--- src/rtl/lb_cal_pkg.sv ---
/*
 * constants for the loopback and delay calibration control block.
 * assumes a 32-bit axi4-lite register bus, byte addressed.
 */
package lb_cal_pkg;
    localparam logic [7:0]  OFS_LOOPBACK  = 8'h44;
    localparam logic [7:0]  OFS_STATUS    = 8'h48;
    localparam logic [7:0]  OFS_RTD_CTRL  = 8'h4C;
    localparam int          FWD_POS       = 0;
    localparam int          FWD_W         = 2;
    localparam int          REV_POS       = 4;
    localparam int          REV_W         = 4;
    localparam int          OFF_POS       = 0;
    localparam int          OFF_W         = 5;
    localparam logic [1:0]  FWD_SERIAL    = 2'h1;
    localparam int          ST_SER        = 0;
    localparam int          ST_PAR        = 1;
    localparam int          ST_REV        = 2;
    localparam int          ST_RTD        = 3;
    localparam int          ST_STCAL      = 4;
    localparam int          ST_RECONF     = 5;
    localparam int          ST_DBG        = 6;
    localparam int          ST_OFF_POS    = 8;
    localparam logic [1:0]  RESP_OKAY     = 2'h0;
    localparam logic [1:0]  RESP_SLVERR   = 2'h2;
    localparam logic [31:0] RST_LOOPBACK  = 32'h00000000;
    localparam int          RTD_DEPTH_MIN = 2;
    localparam int          RTD_DEPTH_MAX = 4;
    localparam int          RTD_DEPTH_DEF = 2;
endpackage

--- src/rtl/rtd_if.sv ---
/*
 * link between the control block and the round-trip delay buffer.
 * assumes both ends run on the same clock.
 */
`timescale 1ns/10ps
`default_nettype none
interface rtd_if #(parameter int W = 32);
    logic signed [lb_cal_pkg::OFF_W-1:0] target;
    logic signed [lb_cal_pkg::OFF_W-1:0] cur;
    logic        [W-1:0]                 din;
    logic        [W-1:0]                 dout;
    modport ctl   (output target, output din, input cur, input dout);
    modport store (input target, input din, output cur, output dout);
endinterface
`default_nettype wire

--- src/rtl/rtd_buf.sv ---
/*
 * round-trip delay calibration buffer of 2**depth_log2 entries.
 * assumes one sample is written every cycle; reads lag by half the depth less the current offset.
 */
`timescale 1ns/10ps
`default_nettype none
module rtd_buf #(
    parameter int W                         = 32,
    parameter int round_trip_buf_depth_log2 = lb_cal_pkg::RTD_DEPTH_DEF
) (
    input wire logic aclk,
    input wire logic aresetn,
    rtd_if.store     io
);
    localparam int N = 2 ** round_trip_buf_depth_log2;
    localparam logic signed [lb_cal_pkg::OFF_W-1:0] LIM = lb_cal_pkg::OFF_W'(N / 2 - 1);
    localparam logic [round_trip_buf_depth_log2-1:0] HALF = round_trip_buf_depth_log2'(N / 2);

    typedef struct packed {
        logic [N-1:0][W-1:0]                  mem;
        logic [round_trip_buf_depth_log2-1:0] wptr;
        logic signed [lb_cal_pkg::OFF_W-1:0]  cur;
        logic [W-1:0]                         dout;
    } buf_t;

    buf_t s;
    buf_t next_s;
    logic signed [lb_cal_pkg::OFF_W-1:0]  goal;
    logic [round_trip_buf_depth_log2-1:0] ridx;

    always_comb begin
        next_s = s;
        goal = io.target;
        if (goal > LIM) begin
            goal = LIM;
        end else if (goal < -LIM) begin
            goal = -LIM;
        end
        // one step a cycle so the read point never jumps
        if (s.cur < goal) begin
            next_s.cur = s.cur + 1'b1;
        end else if (s.cur > goal) begin
            next_s.cur = s.cur - 1'b1;
        end
        ridx = s.wptr - HALF + round_trip_buf_depth_log2'(s.cur);
        next_s.mem[s.wptr] = io.din;
        next_s.wptr = s.wptr + 1'b1;
        next_s.dout = s.mem[ridx];
    end

    always_ff @(posedge aclk) begin
        if (!aresetn) begin
            s <= '0;
        end else begin
            s <= next_s;
        end
    end

    assign io.cur  = s.cur;
    assign io.dout = s.dout;

    initial begin
        if (round_trip_buf_depth_log2 < lb_cal_pkg::RTD_DEPTH_MIN
            || round_trip_buf_depth_log2 > lb_cal_pkg::RTD_DEPTH_MAX) begin
            $error("depth setting out of range");
        end
    end
endmodule // rtd_buf
`default_nettype wire

--- src/rtl/lb_cal_ctrl.sv ---
/*
 * loopback and delay calibration control with an axi4-lite register slave.
 * assumes the phy acts on the loopback enables and the calibration blocks
 * report their presence on a pin from another clock domain.
 */
`timescale 1ns/10ps
`default_nettype none
module lb_cal_ctrl #(
    parameter bit serial_fwd_lb_opt         = 1'b0,
    parameter bit parallel_fwd_lb_opt       = 1'b0,
    parameter bit parallel_rev_lb_opt       = 1'b0,
    parameter bit single_trip_cal_opt       = 1'b0,
    parameter bit round_trip_cal_opt        = 1'b0,
    parameter bit phy_debug_endpoint        = 1'b0,
    parameter bit autoneg_opt               = 1'b0,
    parameter bit startup_fsm_opt           = 1'b0,
    parameter bit sync_master               = 1'b1,
    parameter bit core_clk_external         = 1'b1,
    parameter int round_trip_buf_depth_log2 = lb_cal_pkg::RTD_DEPTH_DEF,
    parameter int RTD_W                     = 32
) (
    input  wire logic                                aclk,
    input  wire logic                                aresetn,
    input  wire logic [7:0]                          s_axil_awaddr,
    input  wire logic                                s_axil_awvalid,
    output var  logic                                s_axil_awready,
    input  wire logic [31:0]                         s_axil_wdata,
    input  wire logic [3:0]                          s_axil_wstrb,
    input  wire logic                                s_axil_wvalid,
    output var  logic                                s_axil_wready,
    output var  logic [1:0]                          s_axil_bresp,
    output var  logic                                s_axil_bvalid,
    input  wire logic                                s_axil_bready,
    input  wire logic [7:0]                          s_axil_araddr,
    input  wire logic                                s_axil_arvalid,
    output var  logic                                s_axil_arready,
    output var  logic [31:0]                         s_axil_rdata,
    output var  logic [1:0]                          s_axil_rresp,
    output var  logic                                s_axil_rvalid,
    input  wire logic                                s_axil_rready,
    input  wire logic                                cal_blocks_connected,
    input  wire logic [RTD_W-1:0]                    rtd_din,
    output var  logic [RTD_W-1:0]                    rtd_dout,
    output var  logic                                serial_fwd_lb_en,
    output var  logic                                parallel_fwd_lb_en,
    output var  logic [lb_cal_pkg::FWD_W-1:0]        parallel_fwd_lb_sel,
    output var  logic [lb_cal_pkg::REV_W-1:0]        rev_lb_sel,
    output var  logic                                rtd_cal_present,
    output var  logic                                single_trip_cal_active,
    output var  logic                                reconfig_if_present,
    output var  logic                                phy_cal_allowed
);
    localparam bit RTD_ON = round_trip_cal_opt && sync_master;
    localparam bit RECONF_ON = phy_debug_endpoint || autoneg_opt || startup_fsm_opt || single_trip_cal_opt;
    localparam bit ST_ALLOWED = single_trip_cal_opt && core_clk_external;

    typedef struct packed {
        logic                                aw_got;
        logic                                w_got;
        logic [7:0]                          waddr;
        logic [31:0]                         wdata;
        logic [3:0]                          wstrb;
        logic                                awready;
        logic                                wready;
        logic                                bvalid;
        logic [1:0]                          bresp;
        logic                                arready;
        logic                                rvalid;
        logic [1:0]                          rresp;
        logic [31:0]                         rdata;
        logic [31:0]                         loopback_control;
        logic signed [lb_cal_pkg::OFF_W-1:0] rtd_target;
        logic                                conn_s1;
        logic                                conn_s2;
        logic                                ser_en;
        logic                                par_en;
        logic [lb_cal_pkg::FWD_W-1:0]        par_sel;
        logic [lb_cal_pkg::REV_W-1:0]        rev_sel;
        logic                                st_active;
    } ctrl_t;

    ctrl_t s;
    ctrl_t next_s;
    logic signed [lb_cal_pkg::OFF_W-1:0] rtd_cur;
    logic [RTD_W-1:0]                    rtd_q;

    rtd_if #(.W(RTD_W)) rtd ();

    function automatic logic [31:0] merge(input logic [31:0] old, input logic [31:0] d, input logic [3:0] be);
        logic [31:0] r;
        r = old;
        for (int i = 0; i < 4; i++) begin
            if (be[i]) begin
                r[i*8 +: 8] = d[i*8 +: 8];
            end
        end
        return r;
    endfunction

    function automatic logic mapped(input logic [7:0] a);
        return a == lb_cal_pkg::OFS_LOOPBACK || a == lb_cal_pkg::OFS_STATUS || a == lb_cal_pkg::OFS_RTD_CTRL;
    endfunction

    always_comb begin
        logic [lb_cal_pkg::FWD_W-1:0] fwd;
        logic [lb_cal_pkg::REV_W-1:0] rev;
        logic [31:0]                  rtdw;
        fwd = '0;
        rev = '0;
        rtdw = '0;
        next_s = s;
        next_s.conn_s1 = cal_blocks_connected;
        next_s.conn_s2 = s.conn_s1;
        if (s_axil_awvalid && s.awready) begin
            next_s.aw_got = 1'b1;
            next_s.waddr = s_axil_awaddr;
        end
        if (s_axil_wvalid && s.wready) begin
            next_s.w_got = 1'b1;
            next_s.wdata = s_axil_wdata;
            next_s.wstrb = s_axil_wstrb;
        end
        if (s.bvalid && s_axil_bready) begin
            next_s.bvalid = 1'b0;
        end
        if (s.aw_got && s.w_got) begin
            next_s.aw_got = 1'b0;
            next_s.w_got = 1'b0;
            next_s.bvalid = 1'b1;
            next_s.bresp = mapped(s.waddr) ? lb_cal_pkg::RESP_OKAY : lb_cal_pkg::RESP_SLVERR;
            if (s.waddr == lb_cal_pkg::OFS_LOOPBACK) begin
                next_s.loopback_control = merge(s.loopback_control, s.wdata, s.wstrb);
            end
            if (s.waddr == lb_cal_pkg::OFS_RTD_CTRL && s.wstrb[0]) begin
                rtdw = {24'h000000, s.wdata[7:0]};
                next_s.rtd_target = rtdw[lb_cal_pkg::OFF_POS +: lb_cal_pkg::OFF_W];
            end
        end
        if (s.rvalid && s_axil_rready) begin
            next_s.rvalid = 1'b0;
        end
        if (s_axil_arvalid && s.arready) begin
            next_s.rvalid = 1'b1;
            next_s.rresp = mapped(s_axil_araddr) ? lb_cal_pkg::RESP_OKAY : lb_cal_pkg::RESP_SLVERR;
            unique case (s_axil_araddr)
                lb_cal_pkg::OFS_LOOPBACK: next_s.rdata = s.loopback_control;
                lb_cal_pkg::OFS_RTD_CTRL: next_s.rdata = 32'({{(32 - lb_cal_pkg::OFF_W){1'b0}}, s.rtd_target});
                lb_cal_pkg::OFS_STATUS: begin
                    next_s.rdata = '0;
                    next_s.rdata[lb_cal_pkg::ST_SER] = s.ser_en;
                    next_s.rdata[lb_cal_pkg::ST_PAR] = s.par_en;
                    next_s.rdata[lb_cal_pkg::ST_REV] = |s.rev_sel;
                    next_s.rdata[lb_cal_pkg::ST_RTD] = RTD_ON;
                    next_s.rdata[lb_cal_pkg::ST_STCAL] = s.st_active;
                    next_s.rdata[lb_cal_pkg::ST_RECONF] = RECONF_ON;
                    next_s.rdata[lb_cal_pkg::ST_DBG] = phy_debug_endpoint;
                    next_s.rdata[lb_cal_pkg::ST_OFF_POS +: lb_cal_pkg::OFF_W] = rtd_cur;
                end
                default: next_s.rdata = '0;
            endcase
        end
        // one write and one read outstanding at most
        next_s.awready = !next_s.aw_got && !next_s.bvalid;
        next_s.wready = !next_s.w_got && !next_s.bvalid;
        next_s.arready = !next_s.rvalid;
        fwd = next_s.loopback_control[lb_cal_pkg::FWD_POS +: lb_cal_pkg::FWD_W];
        rev = next_s.loopback_control[lb_cal_pkg::REV_POS +: lb_cal_pkg::REV_W];
        next_s.ser_en = serial_fwd_lb_opt && fwd == lb_cal_pkg::FWD_SERIAL;
        next_s.par_en = parallel_fwd_lb_opt && fwd != '0 && !next_s.ser_en;
        next_s.par_sel = next_s.par_en ? fwd : '0;
        next_s.rev_sel = parallel_rev_lb_opt ? rev : '0;
        next_s.st_active = ST_ALLOWED && s.conn_s2;
    end

    always_ff @(posedge aclk) begin
        if (!aresetn) begin
            s <= '0;
        end else begin
            s <= next_s;
        end
    end

    assign rtd.target = s.rtd_target;
    assign rtd.din = rtd_din;

    generate
        if (RTD_ON) begin : g_rtd
            rtd_buf #(
                .W                         (RTD_W),
                .round_trip_buf_depth_log2 (round_trip_buf_depth_log2)
            ) u_rtd_buf (
                .aclk    (aclk),
                .aresetn (aresetn),
                .io      (rtd.store)
            );
        end else begin : g_no_rtd
            assign rtd.cur = '0;
            assign rtd.dout = '0;
        end
    endgenerate

    assign rtd_cur = rtd.cur;
    assign rtd_q = rtd.dout;

    assign s_axil_awready = s.awready;
    assign s_axil_wready = s.wready;
    assign s_axil_bvalid = s.bvalid;
    assign s_axil_bresp = s.bresp;
    assign s_axil_arready = s.arready;
    assign s_axil_rvalid = s.rvalid;
    assign s_axil_rresp = s.rresp;
    assign s_axil_rdata = s.rdata;
    assign rtd_dout = rtd_q;
    assign serial_fwd_lb_en = s.ser_en;
    assign parallel_fwd_lb_en = s.par_en;
    assign parallel_fwd_lb_sel = s.par_sel;
    assign rev_lb_sel = s.rev_sel;
    assign single_trip_cal_active = s.st_active;
    assign rtd_cal_present = RTD_ON;
    assign reconfig_if_present = RECONF_ON;
    assign phy_cal_allowed = phy_debug_endpoint;
endmodule // lb_cal_ctrl
`default_nettype wire

--- config.mk ---
export PLATFORM = sky130hd
export DESIGN_NAME = lb_cal_ctrl
export DESIGN_NICKNAME = d
export VERILOG_FILES = /design/src/rtl/lb_cal_pkg.sv /design/src/rtl/rtd_if.sv /design/src/rtl/rtd_buf.sv /design/src/rtl/lb_cal_ctrl.sv
export SDC_FILE = /design/constraint.sdc
export NUM_CORES = 1
export LEC_CHECK = 0
export ABC_AREA = 1
export BUFFER_PORTS_ARGS = -buffer_cell sky130_fd_sc_hd__buf_4
export CAP_MARGIN = 20
export CORE_ASPECT_RATIO = 0.6
export CORE_MARGIN = 2
export CORE_UTILIZATION = 45
export DETAILED_ROUTE_END_ITERATION = 6
export GPL_TIMING_DRIVEN = 1
export PLACE_DENSITY = 0.86
export SYNTH_ARGS = -nofsm -noshare
export SYNTH_HDL_FRONTEND = slang
export SYNTH_SLANG_ARGS = --single-unit
--- constraint.sdc ---
create_clock -name aclk -period 1.13 [get_ports aclk]
set_input_delay 0.113 -clock aclk [delete_from_list [all_inputs] [get_ports aclk]]
set_output_delay 0.113 -clock aclk [all_outputs]
set_load 0.03 [all_outputs]
Yosys cells after proc, flatten, opt, wreduce, memory -nomap -nowiden
Cells that the tools add are included.
{"block": "classes", "shift": 0, "bitwise": 0, "reduce_logical": 23, "div": 0, "addsub": 0, "eq_ne": 6, "muxes": 10, "mul": 0, "order_cmp": 0}
{"operator": "32-bit one-hot mux with 3 select lines", "n": 1}
{"operator": "8-bit by 7-bit == test with 1-bit output (second input constant)", "n": 6}
{"operator": "35-bit two-way mux", "n": 1}
{"operator": "3-bit AND reduction", "n": 4}
{"operator": "1-bit logical AND", "n": 9}
{"operator": "2-bit two-way mux", "n": 3}
{"operator": "1-bit logical NOT", "n": 4}
{"operator": "1-bit logical OR", "n": 4}
{"operator": "1-bit two-way mux", "n": 4}
{"operator": "4-bit OR reduction", "n": 1}
{"operator": "3-bit two-way mux", "n": 1}
{"operator": "2-bit AND reduction", "n": 1}
{"block": "totals", "latchBits": 0, "memories": 0, "romBits": 0, "input_bits": 92, "wordCells": 62, "mem_bits_rw": 0, "out_inout_bits": 85, "reg_bits": 133}

Logic depth before layout (Yosys ltp)
{"block": "logic_depth", "depth_word": 7, "ltp_mapped": 8, "ltp_nobuf": 7}

Least setup slack after synthesis
OpenSTA, ideal clock, no wires.
{"block": "synth_timing", "kind": "reg2reg", "from": "register s (netlist bit s_axil_arready)", "to": "register s (netlist bit s_axil_rdata[10])", "n_path_buf": 2, "arrival_ps": 1193, "t_required_ps": 1002, "setup_ps": 128, "path_slack_ps": -192, "period_less_slack_ps": 1322, "stages_incl_launch_ff": 6, "path_cell_list": "dfxtp_1 -> nand2_1 -> inv_1 -> buf_2 -> clkbuf_1 -> a21oi_1"}
{"block": "synth_between", "elab_chain_len": 1}
{"element": "from (decl)", "line_no": "lb_cal_ctrl.sv:82", "text": "ctrl_t s;"}
{"element": "from (signal assigned)", "line_no": "lb_cal_ctrl.sv:179", "text": "s <= next_s;"}
{"element": "1-bit logical AND", "line_no": "lb_cal_ctrl.sv:142", "text": "if (s_axil_arvalid && s.arready) begin"}
Every way passes these cells.
A chain may end at the register's enable or synchronous reset.

Final worst setup path
{"block": "layout_timing", "from": "register s[132] (netlist bit)", "to": "register s (netlist bit rtd.target[0])"}
{"block": "layout_between", "elab_chain_len": 3}
{"element": "8-bit by 7-bit == test with 1-bit output", "line_no": "lb_cal_ctrl.sv:134", "text": "if (s.waddr == lb_cal_pkg::OFS_RTD_CTRL && s.wstrb[0]) begin"}
{"element": "1-bit logical AND", "line_no": "lb_cal_ctrl.sv:134"}
{"element": "2-bit AND reduction (no source line)"}
Every way passes these cells.

==> results.tsv <==
metric	value	unit
count of unique library cells instantiated by Yosys	20	
initial antenna violation count	1	
clock transition at the registers of the reported paths	0.06	ns
classification of the worst-slack hold path	primary input to flip-flop	
maximum fanout along the worst path	10	
Max Clk Rate	819	MHz
vias in the first global route	4280	
Arrival @ worst endpoint	1.53	ns
weighted congestion reported at the end of routability-driven placement	0.766	
async set or reset register ratio after synthesis	0	
Synth area leader	dfxtp_1	
clock tree from TritonCTS	yes	
number of cell rows	31	
failing checks	negative setup slack	
total detailed-routing wirelength	13.2	mm
Critical Path, Cell by Cell	inv_2, nand2_2, nor2_4, buf_12, nand3_4, nor2_1, nor2_1	
sequential cell area fraction in the yosys report	0.449	
largest net degree at the start of global routing	68	
met2 global-route usage	0.331	
portion of synthesized cell area occupied by the leading cell type	0.449	
leakage power figure	3.35	nW
number of nets in the layout	941	
DRT Pass-1 Iters	4	
number of vias per cell	4.59	
start-to-end type of the worst setup path	flip-flop to flip-flop	
detailed placer's ending HPWL	8.04	mm
number of synthesized flops with an enable pin	0	
final critical-path share of the clock period	1.08	
Worst R2R Setup Slack	-0.09	ns
CP most frequent cell	nor2_1	
share of layout cells above drive strength 1	0.251	
synthesized area per cell	7.42	um2
Max clock buf depth	2	
slowest stage delay, CP	0.32	ns
Crit path required time	1.44	ns
IR Drop Worst-Case VDD	1.27	mV
DIE WIDTH	146	um
CTS H-tree depth	4	
final worst hold slack	0.0153	ns
category of cells accounting for the largest share of critical-path delay	simple AND/OR/NAND/NOR gates	
count of filler cells inserted in the layout	1025	
critical path startpoint category	flip-flop	
Clock Root Buffer	clkbuf_16	
library cell contributing the largest single delay on the critical path	dfxtp_2	
global-route wire length before repair	21.2	mm
number of buffers and inverters on the critical path	2	
Die Area	13000	um2
min cycle time layout	1.22	ns
worst skew pair latency	0.42	ns
setup repair after global routing missed its margin	true	
number of buffers inserted during clock tree synthesis	17	
maximum capacitance violations	0	
Seq cells post-synth	122	
number of slew-limit violations in the final report	0	
area used by sequential logic in the layout	2460	um2
number of remaining DRC errors	0	
biggest area contributors in the synthesized netlist	dfxtp_1 (45%), buf_4 (11%), nor2_1 (9.9%)	
number of hold-slack violations in the final timing report	0	
instance count after placement with tap cells included	951	
count of warnings emitted by yosys	0	
power density relative to cell area	1640	nW/um2
global routing usage summed across all routing layers	0.209	
number of DRC markers in iteration 0	335	
PortBufs	97	
# clock sinks	122	
final cell count without fillers	1028	
fraction of met3 tracks used by global routing	0.0597	
die outline height	89.2	um
busiest layer in global routing	met2	
final worst-path setup slack	-0.0911	ns
vias after detailed routing	4722	
Area Growth Syn to Fin	34.2	%
multi-input logic area	2280	um2
status	finished with violations	
nature of the critical path endpoint	flip-flop	
area of the core region	11900	um2
Starting Density	0.457	
area of the mapped netlist	5440	um2
worst clock skew	0.0104	ns
boundary pin count	177	
detail-routed net length per standard cell	12.9	um
antenna-violating nets left	0	
routing usage on met1	0.276	
remaining global-route overflow	0	
Mapped Cells	733	
top_reg_cell synth	dfxtp_1	
Setup violations, final	36	
[cells by family after synthesis]
kind of cell	after synthesis	share of synthesized area
flip-flops	122	0.449
buffers and inverters	186	0.193
AO/OA/AOI/OAI	132	0.122
AND/OR/NAND/NOR	292	0.236
other	1	0.000689
[state kept, by name, indices dropped and copies added (netlist names)]
signal and flops:
s_axil_rresp 1, s_axil_awready 1, s_axil_wready 1, s_axil_bvalid 1, s_axil_rdata 32, rtd.target 5, s_axil_arready 1, s_axil_rvalid 1
s 78, s_axil_bresp 1
[synthesized netlist by cell type (4+ instances only)]
| master | count |
|---|---|
| a21oi_1 | 56 |
| nand3_4 | 4 |
| buf_6 | 4 |
| nand4_1 | 8 |
| o21ai_0 | 75 |
| inv_1 | 65 |
| buf_2 | 15 |
| dfxtp_1 | 122 |
| nand3_1 | 43 |
| nand2_1 | 83 |
| nor2_1 | 144 |
| clkbuf_1 | 20 |
| buf_4 | 80 |
[power by group]
group | switching [mW] | total [mW] | internal [mW]
combinational | 0.972 | 1.61 | 0.635
sequential | 0.128 | 4.66 | 4.53
clock | 1.95 | 5.68 | 3.73
[cell type report]
class / instances / share of cell area
repair buffers: 168 / 0.202
diodes: 1 / 0.000343
inverters: 67 / 0.0344
clock inverters: 12 / 0.0233
well taps: 165 / 0.0283
flip-flops and latches: 122 / 0.338
multi-input cells: 473 / 0.312
clock buffers: 20 / 0.0612
[worst reg2reg max path: stages, from the launching register on]
cell and delay (ns):
dfxtp_2 0.32, inv_2 0.05, nand2_2 0.06, nor2_4 0.12, buf_12 0.17, nand3_4 0.15
nor2_1 0.18, nor2_1 0.05
[metrics by stage]
| stage | total power [mW] | setup slack, ns | TNS [ns] | util | instance area [um2] |
|---|---|---|---|---|---|
| 5_1_grt | 12.4 | -0.161 | -4.43 | 0.613 | 7300 |
| 3_5_place_dp | 6.13 | -0.115 | -2.82 | 0.511 | 6080 |
| 4_1_cts | 12.0 | -0.0777 | -1.72 | 0.607 | 7230 |
| 6_report | 11.9 | -0.0911 | -1.66 | 0.613 | 7300 |
| 3_3_place_gp | 6.11 | -0.0590 | -1.36 | 0.511 | 6080 |
| 2_1_floorplan | 5.82 | -0.0247 | -0.630 | - | 5630 |
[timing repair]
action | CTS | global route
setup buffers | 3 | 1
pin swaps | 8 | 3
setup endpoints to repair | 41 | 63
endpoints found under the hold margin | 37 | 0
cloned | 3 | 0
hold buffers | 37 | 0
resized for setup | 30 | 18
[routing by layer]
layer / up-vias / routed length [um]
met4: 0 / 173
li1: 2444 / -
met1: 2118 / 6190
met5: - / 0
met3: 16 / 874
met2: 144 / 6000
[worst paths after layout]
kind                          from  cells after the start       endpoint
setup / recovery            s[132]                      7  rtd.target[0]
hold / removal    s_axil_awaddr[2]                      3         s[127]
hold reg to reg             s[100]                      2         s[100]
setup reg to reg            s[132]                      7  rtd.target[0]
[layout by cell type (no fill, tap or decap), drive strengths merged]
cell type,synthesis,final
nor2,148,148
buf,99,131
dfxtp,122,122
nand2,86,86
o21ai,75,75
inv,65,67
a21oi,56,56
nand3,47,50
conb,1,46
dlygate4sd3,0,37
clkbuf,20,20
nand4,8,8
clkinv,2,6
bufinv,0,4
nor3,3,3
clkinvlp,0,2
diode,0,1
a31oi,1,1
(Power assumes the default switching activity.)
